[config.mk]
export PLATFORM = sky130hd
export DESIGN_NAME = qrs_top
export DESIGN_NICKNAME = d
export VERILOG_FILES = /design/src/hw/qrs_top.v /design/src/hw/qrs_sync.v /design/src/hw/qrs_apb.v
export VERILOG_INCLUDE_DIRS = /design/src /design/src/hw
export SDC_FILE = /design/constraint.sdc
export NUM_CORES = 1
export LEC_CHECK = 0
export CORE_UTILIZATION = 45
export CTS_BUF_LIST = sky130_fd_sc_hd__clkbuf_4
export DETAILED_ROUTE_END_ITERATION = 10
export DONT_BUFFER_PORTS = 1
export GPL_ROUTABILITY_DRIVEN = 0
export PLACE_DENSITY_LB_ADDON = 0.1
export SETUP_SLACK_MARGIN = 0.05
export SYNTH_ARGS = -nofsm -noshare
export SYNTH_HDL_FRONTEND = slang
export SYNTH_SLANG_ARGS = --single-unit
[constraint.sdc]
create_clock -name mclk_i -period 5.21 [get_ports mclk_i]
set_input_delay 1.042 -clock mclk_i [delete_from_list [all_inputs] [get_ports mclk_i]]
set_output_delay 1.042 -clock mclk_i [all_outputs]
set_load 0.02 [all_outputs]
[src/hw/qrs_map.vh]
`ifndef QRS_MAP_VH
`define QRS_MAP_VH
// Instruction codes seen on data line 0.
`define QRS_OP_QUAD 8'hEB
`define QRS_OP_WORD 8'hE7
`define QRS_OP_OCT 8'hE3
`define QRS_OP_WRAP 8'h77
`define QRS_OP_MRST 8'hFF
// Read kinds kept for continuous mode.
`define QRS_KIND_QUAD 2'h0
`define QRS_KIND_WORD 2'h1
`define QRS_KIND_OCT 2'h2
// Dummy clocks per read kind.
`define QRS_DUMMY_QUAD 5'h04
`define QRS_DUMMY_WORD 5'h02
`define QRS_DUMMY_OCT 5'h00
// Last clock count of each phase, and mode reset frame lengths in clocks.
`define QRS_OPC_LAST 5'h07
`define QRS_ADDR_LAST 5'h05
`define QRS_MODE_LAST 5'h01
`define QRS_WRAP_FIELD 5'h06
`define QRS_MRST_QUAD 5'h08
`define QRS_MRST_DUAL 5'h10
// Continuous mode byte: skip field and its magic value.
`define QRS_SKIP_HI 5
`define QRS_SKIP_LO 4
`define QRS_SKIP_ON 2'h2
`define QRS_MODE_RST 8'h00
// Wrap control field: bit 0 disables, bits 2..1 select length.
`define QRS_WRAP_DIS 0
`define QRS_WRAP_LEN_HI 2
`define QRS_WRAP_LEN_LO 1
`define QRS_WRAP_RST 3'h1
// Register offsets (byte addresses).
`define QRS_REG_CTRL 12'h000
`define QRS_REG_STAT 12'h004
`define QRS_REG_ADDR 12'h008
// Control register fields.
`define QRS_CTRL_ENA 0
`define QRS_CTRL_RST 32'h00000000
`endif

[src/hw/qrs_top.v]
// Overview of operation
// - Quad read: quad address, four dummies, data
// - Quad read opcodes accepted only with enable set
// - Low mode nibble is ignored
// - Skip field 10 omits next opcode
// - Other skip values need full opcode
// - Mode reset clears stored mode byte
// - Mode reset is FF or FFFF
// - Wrap setting governs following quad reads
// - Wrap setting governs following word reads
// - Wrap confines data to aligned section
// - Wrap starts at address, loops section
// - Disable bit and length field control wrap
// - Wrap off at reset; 8 to 64
// - Word read: even address, two dummies
// - Word read may skip its opcode
// - Octal read has no dummy clocks
// - Octal read may skip its opcode
`timescale 1ns/100ps
`include "qrs_map.vh"
module qrs_top (
  input wire mclk_i,
  input wire rst_n_i,
  input wire psel_i,
  input wire penable_i,
  input wire pwrite_i,
  input wire [11:0] paddr_i,
  input wire [31:0] pwdata_i,
  output wire [31:0] prdata_o,
  output wire pready_o,
  output wire pslverr_o,
  input wire spi_cs_n_i,
  input wire spi_sclk_i,
  input wire [3:0] data_line_i,
  output wire [3:0] data_line_o,
  output wire [3:0] data_line_oe_o,
  output wire [23:0] mem_addr_o,
  input wire [7:0] mem_rdata_i
);
  // Sequencer states. IGN swallows the rest of a refused or finished command.
  localparam ST_IDLE = 3'h0;
  localparam ST_OPC = 3'h1;
  localparam ST_ADDR = 3'h2;
  localparam ST_MODE = 3'h3;
  localparam ST_DUMMY = 3'h4;
  localparam ST_DATA = 3'h5;
  localparam ST_WRAP = 3'h6;
  localparam ST_IGN = 3'h7;

  // Reset release and synchronised pins.
  reg rst_m_q;
  reg rst_s_q;
  wire rst_n;
  wire [5:0] pins_s;
  wire cs_s;
  wire sclk_s;
  wire [3:0] io_s;

  // Link edge detection.
  reg cs_p_q;
  reg sclk_p_q;
  wire rise;
  wire fall;
  wire cs_fall;
  wire cs_rise;
  wire four_line_enable;
  wire cont_on;

  // Sequencer state, counters and shift registers.
  reg [2:0] st_q;
  reg [4:0] cnt_q;
  reg [7:0] sh_q;
  reg [23:0] addr_q;
  reg [1:0] kind_q;
  reg [7:0] mode_q;
  reg [2:0] wrap_q;
  reg [7:0] byte_q;
  reg nib_lo_q;
  reg ones_q;
  reg [4:0] edges_q;

  // Registered link and memory outputs.
  reg [3:0] dout_q;
  reg [3:0] doe_q;
  reg [23:0] mem_addr_q;

  // Combinational decode helpers.
  wire [7:0] opc;
  wire [23:0] addr_full;
  wire [31:0] stat;

  // Reset is released through two flops; assertion stays asynchronous.
  always @(posedge mclk_i or negedge rst_n_i) begin
    if (!rst_n_i) begin
      rst_m_q <= 1'b0;
      rst_s_q <= 1'b0;
    end else begin
      rst_m_q <= 1'b1;
      rst_s_q <= rst_m_q;
    end
  end
  assign rst_n = rst_s_q;

  // Every link pin crosses into the system clock here.
  qrs_sync #(
    .W(6)
  ) u_sync (
    .clk_i(mclk_i),
    .rst_n_i(rst_n),
    .d_i({spi_cs_n_i, spi_sclk_i, data_line_i}),
    .q_o(pins_s)
  );
  // Split the synchronised group back into named pins.
  assign cs_s = pins_s[5];
  assign sclk_s = pins_s[4];
  assign io_s = pins_s[3:0];

  // Register slave; it holds the four-line enable.
  qrs_apb u_apb (
    .clk_i(mclk_i),
    .rst_n_i(rst_n),
    .psel_i(psel_i),
    .penable_i(penable_i),
    .pwrite_i(pwrite_i),
    .paddr_i(paddr_i),
    .pwdata_i(pwdata_i),
    .stat_i(stat),
    .addr_i(addr_q),
    .prdata_o(prdata_o),
    .pready_o(pready_o),
    .pslverr_o(pslverr_o),
    .four_line_enable_o(four_line_enable)
  );

  // Status word: mode byte, wrap field, state, continuous flag.
  // Bits 31..16 read as zero and bit 11 is spare.
  assign stat = {16'h0000, cont_on, st_q, 1'b0, wrap_q, mode_q};

  // Dummy clocks that each read kind needs before data.
  function [4:0] dummy_len;
    input [1:0] k;
    begin
      case (k)
        `QRS_KIND_QUAD: dummy_len = `QRS_DUMMY_QUAD;
        `QRS_KIND_WORD: dummy_len = `QRS_DUMMY_WORD;
        default: dummy_len = `QRS_DUMMY_OCT;
      endcase
    end
  endfunction

  // Next byte address, looping inside the wrap section when enabled.
  function [23:0] next_addr;
    input [23:0] a;
    input [2:0] w;
    input [1:0] k;
    reg [5:0] m;
    reg [5:0] inc;
    begin
      case (w[`QRS_WRAP_LEN_HI:`QRS_WRAP_LEN_LO])
        2'h0: m = 6'h07;
        2'h1: m = 6'h0F;
        2'h2: m = 6'h1F;
        default: m = 6'h3F;
      endcase
      inc = a[5:0] + 6'h01;
      // Octal reads ignore wrap; only quad and word reads use it.
      if (!w[`QRS_WRAP_DIS] && k != `QRS_KIND_OCT) begin
        next_addr = {a[23:6], (a[5:0] & ~m) | (inc & m)};
      end else begin
        next_addr = a + 24'h000001;
      end
    end
  endfunction

  // Edge finders read the second sync stage and its delayed copy.
  always @(posedge mclk_i or negedge rst_n) begin
    if (!rst_n) begin
      cs_p_q <= 1'b1;
      sclk_p_q <= 1'b1; // Matches the synchroniser's reset level.
    end else begin
      cs_p_q <= cs_s;
      sclk_p_q <= sclk_s;
    end
  end
  // Edges only count while selected, so a clock idling between frames is harmless.
  assign rise = sclk_s & ~sclk_p_q & ~cs_s;
  assign fall = ~sclk_s & sclk_p_q & ~cs_s;
  assign cs_fall = ~cs_s & cs_p_q;
  assign cs_rise = cs_s & ~cs_p_q;

  // Continuous mode is live while the stored skip field holds binary 10.
  assign cont_on = (mode_q[`QRS_SKIP_HI:`QRS_SKIP_LO] == `QRS_SKIP_ON);
  // Opcode shift with the newest bit from data line 0.
  assign opc = {sh_q[6:0], io_s[0]};
  // Address as the last nibble lands; alignment forced per kind.
  assign addr_full = (kind_q == `QRS_KIND_OCT) ?
                     {addr_q[19:0], 4'h0} :
                     (kind_q == `QRS_KIND_WORD) ?
                     {addr_q[19:0], io_s[3:1], 1'b0} :
                     {addr_q[19:0], io_s};

  // Main sequencer. Line outputs change on falling link clock edges while selected,
  // which leaves the host half a link period to sample them.
  always @(posedge mclk_i or negedge rst_n) begin
    if (!rst_n) begin
      st_q <= ST_IDLE;
      cnt_q <= 5'h00;
      sh_q <= 8'h00;
      addr_q <= 24'h000000;
      kind_q <= `QRS_KIND_QUAD;
      mode_q <= `QRS_MODE_RST;
      wrap_q <= `QRS_WRAP_RST;
      byte_q <= 8'h00;
      nib_lo_q <= 1'b0;
      ones_q <= 1'b1;
      edges_q <= 5'h00;
      dout_q <= 4'h0;
      doe_q <= 4'h0;
      mem_addr_q <= 24'h000000;
    end else if (cs_s) begin
      // Deselect ends every command and frees the lines.
      st_q <= ST_IDLE;
      doe_q <= 4'h0;
      // An all-ones frame of 8 or 16 clocks drops continuous mode.
      // The 16-clock form is taken too, so a host that always sends the long
      // form is never left stuck in quad continuous mode.
      if (cs_rise && ones_q &&
          (edges_q == `QRS_MRST_QUAD || edges_q == `QRS_MRST_DUAL)) begin
        mode_q <= `QRS_MODE_RST;
      end
    end else begin
      // A new selection restarts the frame counters.
      if (cs_fall) begin
        cnt_q <= 5'h00;
        ones_q <= 1'b1;
        edges_q <= 5'h00;
        nib_lo_q <= 1'b0;
        // Stored skip field decides whether an opcode comes first.
        if (cont_on) begin
          st_q <= ST_ADDR;
        end else begin
          st_q <= ST_OPC;
        end
      end
      // Every command bit is taken on a rising link clock edge.
      if (rise) begin
        cnt_q <= cnt_q + 5'h01;
        if (edges_q != 5'h1F) begin
          edges_q <= edges_q + 5'h01;
        end
        ones_q <= ones_q & io_s[0];
        case (st_q)
          ST_OPC: begin
            // Opcode arrives one bit per clock on line 0.
            sh_q <= opc;
            if (cnt_q == `QRS_OPC_LAST) begin
              cnt_q <= 5'h00;
              if (opc == `QRS_OP_QUAD && four_line_enable) begin
                kind_q <= `QRS_KIND_QUAD;
                st_q <= ST_ADDR;
              end else if (opc == `QRS_OP_WORD && four_line_enable) begin
                kind_q <= `QRS_KIND_WORD;
                st_q <= ST_ADDR;
              end else if (opc == `QRS_OP_OCT && four_line_enable) begin
                kind_q <= `QRS_KIND_OCT;
                st_q <= ST_ADDR;
              end else if (opc == `QRS_OP_WRAP) begin
                st_q <= ST_WRAP;
              end else begin
                // Refused or unknown opcodes idle until deselect; lines stay released.
                st_q <= ST_IGN;
              end
            end
          end
          ST_ADDR: begin
            // Address arrives a nibble per clock, high first.
            addr_q <= {addr_q[19:0], io_s};
            if (cnt_q == `QRS_ADDR_LAST) begin
              cnt_q <= 5'h00;
              addr_q <= addr_full;
              mem_addr_q <= addr_full;
              st_q <= ST_MODE;
            end
          end
          ST_MODE: begin
            sh_q <= {sh_q[3:0], io_s};
            if (cnt_q == `QRS_MODE_LAST) begin
              cnt_q <= 5'h00;
              // Low nibble is dropped; only the high one matters.
              mode_q <= {sh_q[3:0], 4'h0};
              if (dummy_len(kind_q) == 5'h00) begin
                st_q <= ST_DATA;
              end else begin
                st_q <= ST_DUMMY;
              end
            end
          end
          ST_DUMMY: begin
            // Line values during dummies are not looked at.
            if (cnt_q == dummy_len(kind_q) - 5'h01) begin
              cnt_q <= 5'h00;
              st_q <= ST_DATA;
            end
          end
          ST_WRAP: begin
            // Six dummy nibbles, then wrap bits 7..4, then 3..0.
            if (cnt_q == `QRS_WRAP_FIELD) begin
              wrap_q <= io_s[2:0];
              st_q <= ST_IGN;
            end
          end
          default: begin
            cnt_q <= cnt_q;
          end
        endcase
      end
      // Host has released the lines by now, so driving is safe.
      // The byte is latched with its high nibble, and the address steps after
      // the low nibble, which leaves memory a full link period to answer.
      if (fall && st_q == ST_DATA) begin
        doe_q <= 4'hF;
        nib_lo_q <= ~nib_lo_q;
        if (!nib_lo_q) begin
          dout_q <= mem_rdata_i[7:4];
          byte_q <= mem_rdata_i;
        end else begin
          dout_q <= byte_q[3:0];
          addr_q <= next_addr(addr_q, wrap_q, kind_q);
          mem_addr_q <= next_addr(addr_q, wrap_q, kind_q);
        end
      end
    end
  end

  // Outputs come straight from their registers.
  assign data_line_o = dout_q;
  assign data_line_oe_o = doe_q;
  assign mem_addr_o = mem_addr_q;
endmodule

[src/hw/qrs_sync.v]
`timescale 1ns/100ps
// Two-flop synchroniser for a group of pin levels.
module qrs_sync #(
  parameter W = 6
) (
  input wire clk_i,
  input wire rst_n_i,
  input wire [W-1:0] d_i,
  output wire [W-1:0] q_o
);
  reg [W-1:0] meta_q;
  reg [W-1:0] sync_q;

  // The first stage feeds only the second one.
  always @(posedge clk_i or negedge rst_n_i) begin
    if (!rst_n_i) begin
      meta_q <= {W{1'b1}};
      sync_q <= {W{1'b1}};
    end else begin
      meta_q <= d_i;
      sync_q <= meta_q;
    end
  end

  assign q_o = sync_q;
endmodule

[src/hw/qrs_apb.v]
`timescale 1ns/100ps
`include "qrs_map.vh"
// APB slave with one wait-free access phase.
module qrs_apb (
  input wire clk_i,
  input wire rst_n_i,
  input wire psel_i,
  input wire penable_i,
  input wire pwrite_i,
  input wire [11:0] paddr_i,
  input wire [31:0] pwdata_i,
  input wire [31:0] stat_i,
  input wire [23:0] addr_i,
  output reg [31:0] prdata_o,
  output reg pready_o,
  output reg pslverr_o,
  output wire four_line_enable_o
);
  reg [31:0] ctrl_q;
  wire setup;
  wire hit;

  assign setup = psel_i & ~penable_i;
  assign hit = (paddr_i == `QRS_REG_CTRL) | (paddr_i == `QRS_REG_STAT) |
               (paddr_i == `QRS_REG_ADDR);
  assign four_line_enable_o = ctrl_q[`QRS_CTRL_ENA];

  // Answer is prepared in setup so access always completes in one cycle.
  always @(posedge clk_i or negedge rst_n_i) begin
    if (!rst_n_i) begin
      ctrl_q <= `QRS_CTRL_RST;
      prdata_o <= 32'h00000000;
      pready_o <= 1'b0;
      pslverr_o <= 1'b0;
    end else begin
      pready_o <= setup;
      pslverr_o <= setup & ~hit;
      // Read data stands for the access cycle only and is zero otherwise.
      prdata_o <= 32'h00000000;
      if (setup && !pwrite_i) begin
        case (paddr_i)
          `QRS_REG_CTRL: prdata_o <= ctrl_q;
          `QRS_REG_STAT: prdata_o <= stat_i;
          `QRS_REG_ADDR: prdata_o <= {8'h00, addr_i};
          default: prdata_o <= 32'h00000000;
        endcase
      end
      // Only the enable bit is writable; other bits read as zero.
      if (psel_i && penable_i && pready_o && pwrite_i &&
          paddr_i == `QRS_REG_CTRL) begin
        ctrl_q <= {31'h00000000, pwdata_i[`QRS_CTRL_ENA]};
      end
    end
  end
endmodule

# Word level (Yosys, flattened, before mapping)
# Cells that the tools add are included.
word_totals:
  mem_bits_ro: 0
  memories: 0
  inputBits: 63
  latchBits: 0
  ff_bits: 146
  ramBits: 0
  output_inout_bits: 66
  elab_cells: 183
classes:
  addsub: 5
  n_div: 0
  reduce_logical: 36
  eq_ne: 28
  n_mul: 0
  n_lt_le_gt_ge: 0
  n_shift: 0
  muxes: 68
  bitwise: 22
ops:
  columns: ["operator", "n"]
  rows:
  - ["24-bit two-way mux", 11]
  - ["5-bit two-way mux", 16]
  - ["24-bit one-hot mux with 3 select lines", 1]
  - ["8-bit two-way mux", 5]
  - ["3-bit two-way mux", 11]
  - ["5-bit one-hot mux with 5 select lines", 1]
  - ["24-bit by 1-bit adder with 24-bit output (second input constant)", 1]
  - ["8-bit equality test (second input constant)", 3]
  - ["4-bit two-way mux", 5]
  - ["6-bit two-way mux", 3]
  - ["6-bit one-hot mux with 3 select lines", 1]
  - ["5-bit by 3-bit equality test with 1-bit output (second input constant)", 3]
  - ["3-bit one-hot mux with 5 select lines", 1]
  - ["7-bit one-hot mux with 2 select lines", 1]
  - ["2-bit nonzero test", 7]
  - ["6-bit bitwise AND", 2]
  - ["12-bit by 3-bit equality test with 1-bit output (second input constant)", 1]
  - ["12-bit by 4-bit equality test with 1-bit output (second input constant)", 1]
  - ["1-bit logical AND", 12]
  - ["12-bit zero test", 1]
  - ["5-bit by 1-bit adder with 5-bit output (second input constant)", 2]
  - ["1-bit bitwise AND", 9]
  - ["3-bit equality test (second input constant)", 3]
  - ["3-bit AND reduction", 3]
  - ["29 further kinds", 55]

# Longest topological paths before layout
depth:
  depth_word: 12
  mapped_depth: 9
  ltp_nobuf: 7

# Hierarchy
# From an unflattened synthesis, not the netlist that was laid out.
unflattened:
  cells_unflattened: 675
  area_unflattened_um2: 6857.8
modules_own_cells:
  columns: ["mod", "cells_each", "seq_area_each_um2", "n_inst", "area_per_inst_um2"]
  rows:
  - ["qrs_top", 546, 2307.2, 1, 5163.7]
  - ["qrs_apb", 117, 875.8, 1, 1378.8]
  - ["qrs_sync", 12, 315.3, 1, 315.3]

# Worst setup path after synthesis
# OpenSTA, ideal clock, no wires.
synth_timing:
  path_kind: "in2reg"
  startpoint: "in paddr_i[5]"
  endpoint: "reg u_apb.ctrl_q[0]"
  arrival_time_ps: 2207
  required_time_ps: 5085
  setup_time_ps: 125
  path_stages: 4
  path_slack_ps: 2878
  n_path_buf: 0
  path_cell_list: "nor4_1 > nand4_1 > nor4_1 > mux2_2"
synth_via:
  elab_chain_len: 2
synth_rtl:
  columns: ["element", "line", "source"]
  rows:
  - ["start, declared", "qrs_top.v:27", "input wire [11:0] paddr_i,"]
  - ["12-bit zero test (no line)", null, null]
  - ["1-bit logical AND (no line)", null, null]
  - ["end signal, assigned", "qrs_apb.v:31", "ctrl_q <= `QRS_CTRL_RST;"]
  - ["end signal, assigned", "qrs_apb.v:51", "ctrl_q <= {31'h00000000, pwdata_i[`QRS_CTRL_ENA]};"]
  - ["end, declared", "qrs_apb.v:19", "reg [31:0] ctrl_q;"]
# No other way between the ends.
# A chain may end at the register's enable or synchronous reset.

# Worst setup path in the final report
layout_timing:
  startpoint: "reg u_sync.sync_q[4] (netlist: u_sync.q_o[4])"
  endpoint: "reg mem_addr_q[1] (netlist: mem_addr_o[1])"
layout_via:
  elab_chain_len: 5
  word_cells_on_any_way: 9
  cone_classes: "mux (3); bitwise (5); reduce/logical (1)"
layout_rtl:
  columns: ["element", "line", "source"]
  rows:
  - ["start, declared", "qrs_sync.v:12", "reg [W-1:0] sync_q;"]
  - ["start signal, assigned", "qrs_sync.v:18", "sync_q <= {W{1'b1}};"]
  - ["start signal, assigned", "qrs_sync.v:21", "sync_q <= meta_q;"]
  - ["1-bit bitwise AND or 1-bit inverter (tied branches)", "qrs_top.v:186, qrs_top.v:187", null]
  - ["1-bit bitwise AND, on equally long branches", "qrs_top.v:186, qrs_top.v:187", null]
  - ["24-bit two-way mux or 1-bit bitwise AND (tied branches)", "qrs_top.v:246, qrs_top.v:187", null]
  - ["24-bit two-way mux or 1-bit logical AND (tied branches)", "qrs_top.v:323, qrs_top.v:320", null]
  - ["24-bit two-way mux (*)", "qrs_top.v:320", "if (fall && st_q == ST_DATA) begin"]
  - ["end signal, assigned", "qrs_top.v:281", "mem_addr_q <= addr_full;"]
  - ["end signal, assigned", "qrs_top.v:329", "mem_addr_q <= next_addr(addr_q, wrap_q, kind_q);"]
  - ["end, declared", "qrs_top.v:85", "reg [23:0] mem_addr_q;"]
# Every way passes the cells marked *; elsewhere a longest branch is shown, timed or not.

==> Implementation_results.wiki <==
{| class="wikitable"
! Metric !! Value
|-
| Result of the run || finished, final reports clean
|-
| Data arrival time at the worst-slack endpoint || 3.49 ns
|-
| Final antenna diode count || 0
|-
| Highest routed layer || met4
|-
| Setup Buffers After CTS || 0
|-
| Layout Utilization || 48.0%
|-
| Vias post-DR || 5044
|-
| IO Pins || 129
|-
| Via density per instance || 5.91
|-
| Vertical die dimension || 124 µm
|-
| Number of enable flip-flop cells after synthesis || 0
|-
| Post-layout nets || 727
|-
| Buffers on Ports || 0
|-
| Synthesized area per cell || 9.68 µm²
|-
| Leading area contributor after synthesis || dfrtp_1
|-
| Routed wire per std cell || 19.2 µm
|-
| DRC violation count after routing || 0
|-
| Number of resized instances in the post-cts repair step || 0
|-
| Area of all placed cells without fillers || 6950 µm²
|-
| Detailed Place HPWL || 11100 µm
|-
| Most frequent cells after synthesis || 115 x dfrtp_1, 57 x nand2_1, 54 x nor2_1
|-
| Count of mapped cells out of synthesis || 687
|-
| Peak Freq || 331 MHz
|-
| Post-route minimum period || 3.02 ns
|-
| Buffers and inverters on the worst path || 1
|-
| Max Fanout on Critical Path || 25
|-
| FF-to-FF setup slack || 2.19 ns
|-
| DRT Wirelength || 16400 µm
|-
| Lkg Pwr || 2.96 nW
|-
| Critical path class || reg2reg
|-
| Hold buffer count at cts || 0
|-
| Leading post-synthesis cells by cell area || dfrtp_1 43%, dfstp_2 6.3%, a21oi_1 3.3%
|-
| RSZ-0062 raised after global routing || false
|-
| CTS tree || yes
|-
| Reg clk slew, reported paths || 0.11 ns
|-
| Synth top area share || 43.3%
|-
| Area used by multi-input combinational logic || 3030 µm²
|-
| Row Count || 44
|-
| Period utilization || 58.0%
|-
| Slowest stage cell, crit path || nor2_1
|-
| Ys Warns || 0
|-
| Number of inserted filler cells in the final layout || 1366
|-
| Iteration-0 DRC count of the detailed router || 358
|-
| X dimension of the die || 124 µm
|-
| Largest vdd supply drop || 144 µV
|-
| Reg-to-reg critical path startpoint || u_sync.q_o[4]
|-
| Initial antenna violation count || 0
|-
| Initial standard-cell utilization of the core || 45.9%
|-
| Max Clock Skew || 0.0158 ns
|-
| Final-report setup violation count || 0
|-
| Pre-Repair DR Iteration Count || 8
|-
| Area of the placeable core || 14500 µm²
|-
| H-tree levels || 4
|-
| Max Buffers Root-to-Sink || 2
|-
| Largest stage delay on the critical path || 0.87 ns
|-
| Hold Vio Cnt, Final || 0
|-
| Smallest setup slack after layout || 2.19 ns
|-
| Area delta synth->final || 4.48%
|-
| Overall die area || 15300 µm²
|-
| GRT Resource Usage Total || 22.6%
|-
| Metal2 WL || 7680 µm
|-
| Fin Setup TNS || 0 ns
|-
| Total clock sinks || 131
|-
| Slew Limit Headroom || 25.7%
|-
| Synth Cell Area || 6650 µm²
|-
| Antenna-violating nets left || 0
|-
| Worst r2r path cells || 6
|-
| Skew-Pair Late Insertion Delay || 0.55 ns
|-
| Pin count of the biggest net entering global routing || 57
|-
| Startpoint kind of the worst setup timing path || flop
|-
| Pre-CTS setup slack || 2.19 ns
|-
| Register area share after synthesis || 49.6%
|-
| Required time at the endpoint of the critical path || 5.68 ns
|-
| Number of max-capacitance violations reported || 0
|-
| Ys flop type || dfrtp_1
|-
| Count of unique library cells instantiated by Yosys || 67
|-
| Transition at the pin with the smallest max-transition slack || 1.11 ns
|-
| Total congestion overflow || 0
|-
| Sequential standard cell area || 3300 µm²
|-
| Type of element capturing the critical path || flop
|-
| Post-Place Cell Area || 6660 µm²
|-
| Global-route wire length before repair || 25700 µm
|-
| Vias in the first global route || 4857
|-
| Worst hold slack across all endpoints || 0.172 ns
|-
| Kind of cell with the highest combined delay on the critical path || simple AND/OR/NAND/NOR gates
|-
| Dominant cell by count in the synthesized netlist || dfrtp_1
|-
| Cell Pwr Density || 287 nW/µm²
|-
| Reg2reg end || mem_addr_o[1]
|-
| Share of synthesized registers carrying an async set or reset || 100%
|-
| CTS root buffer || clkbuf_4
|-
| Met1 layer wirelength in the final routing || 7430 µm
|-
| Wire length on met3 || 1030 µm
|-
| Synthesized flop and latch total || 131
|-
| Final Slew Violations || 0
|-
| Critical path cell sequence || or3b_1 -> or3_1 -> buf_4 -> nor2_1 -> nand3_1 -> a31oi_1
|-
| Timing startpoint of the critical path || u_sync.q_o[4]
|-
| Clock buffer count from CTS || 17
|-
| Fraction of final layout cells with drive strength greater than 1 || 11.5%
|-
| Worst Hold Class || in2async
|}
## power breakdown
| part | leakage, nW | total, W | switching, W | internal (W) |
|---|---|---|---|---|
| logic | 1.06 | 0.000116 | 0.0000649 | 0.0000507 |
| clock network | 0.158 | 0.000714 | 0.000372 | 0.000342 |
| registers | 1.74 | 0.00116 | 0.0000962 | 0.00106 |
| total | 2.96 | 0.00199 | 0.000533 | 0.00146 |
## registers in the layout, summed over array words and instances (netlist names), 2 cells and up
register	flops
addr_q	24
byte_q	4
cnt_q	5
data_line_o	4
edges_q	5
kind_q	2
mem_addr_o	24
mode_q	4
sh_q	7
st_q	3
u_apb.prdata_o	24
u_sync.meta_q	6
u_sync.q_o	6
wrap_q	3
## final cells by class
type / instances / share of cell area, %
Clock buffer: 20 / 2.16
Clock inverter: 12 / 2.03
Inverter: 12 / 0.648
Multi-Input combinational cell: 487 / 43.6
Sequential cell: 131 / 47.5
Tap cell: 184 / 3.31
Timing Repair Buffer: 7 / 0.756
## placed cells by master (no fill, tap or decap), drive strengths merged, types with 5 or more instances in the layout
cell type / netlist / routed
and2: 17 / 17
o221a: 5 / 5
conb: 2 / 9
o21a: 5 / 5
nor4: 14 / 14
o21ai: 36 / 36
clkinv: 0 / 7
dfstp: 16 / 16
nand2: 59 / 59
a22oi: 10 / 10
nor2: 54 / 54
nand3: 22 / 22
mux2i: 16 / 16
nand4: 10 / 10
o22ai: 11 / 11
nor3: 15 / 15
and3: 11 / 11
a221oi: 5 / 5
a211oi: 17 / 17
xnor2: 14 / 14
clkbuf: 38 / 20
dfrtp: 115 / 115
o211ai: 5 / 5
nand2b: 14 / 14
buf: 26 / 7
xor2: 5 / 5
ha: 8 / 8
inv: 12 / 12
a21oi: 44 / 44
a31oi: 10 / 10
mux2: 9 / 9
nor2b: 9 / 9
## layer usage
layer	GRT usage, %	vias up
li1	-	2402
met1	29.9	2449
met2	35.8	174
met3	6.55	19
met4	6.40	0
met5	0	-
## cells by family (layout without fill, tap and decap cells)
group | after synthesis | after routing | share of synthesized area, %
buffers and inverters | 76 | 51 | 5.38
AOI/OAI and AO/OA | 177 | 177 | 17.6
other | 2 | 9 | 0.113
and+or+nand+nor | 249 | 249 | 19.4
adders and majority gates | 8 | 8 | 1.51
xor gates and xnor gates | 19 | 19 | 2.50
DFF | 131 | 131 | 49.6
muxes | 25 | 25 | 3.93
## metrics by stage
step	instances	power, W
4_1_cts	853	0.00201
6_report	853	0.00199
3_5_place_dp	821	0.00130
3_3_place_gp	821	0.00129
5_1_grt	853	0.00209
2_1_floorplan	694	0.00126
## worst max path at each step
stage	endpoint	slack, ns	depth (start not counted)
6_report	mem_addr_o[1]	2.19	6
5_1_grt	addr_q[8]	2.05	6
4_1_cts	mem_addr_o[1]	2.17	6
2_1_floorplan	addr_q[0]	1.32	0
3_3_place_gp	mem_addr_o[3]	2.21	6
3_5_place_dp	u_apb.prdata_o[1]	2.19	5
Power figures use the tool's default switching activity.
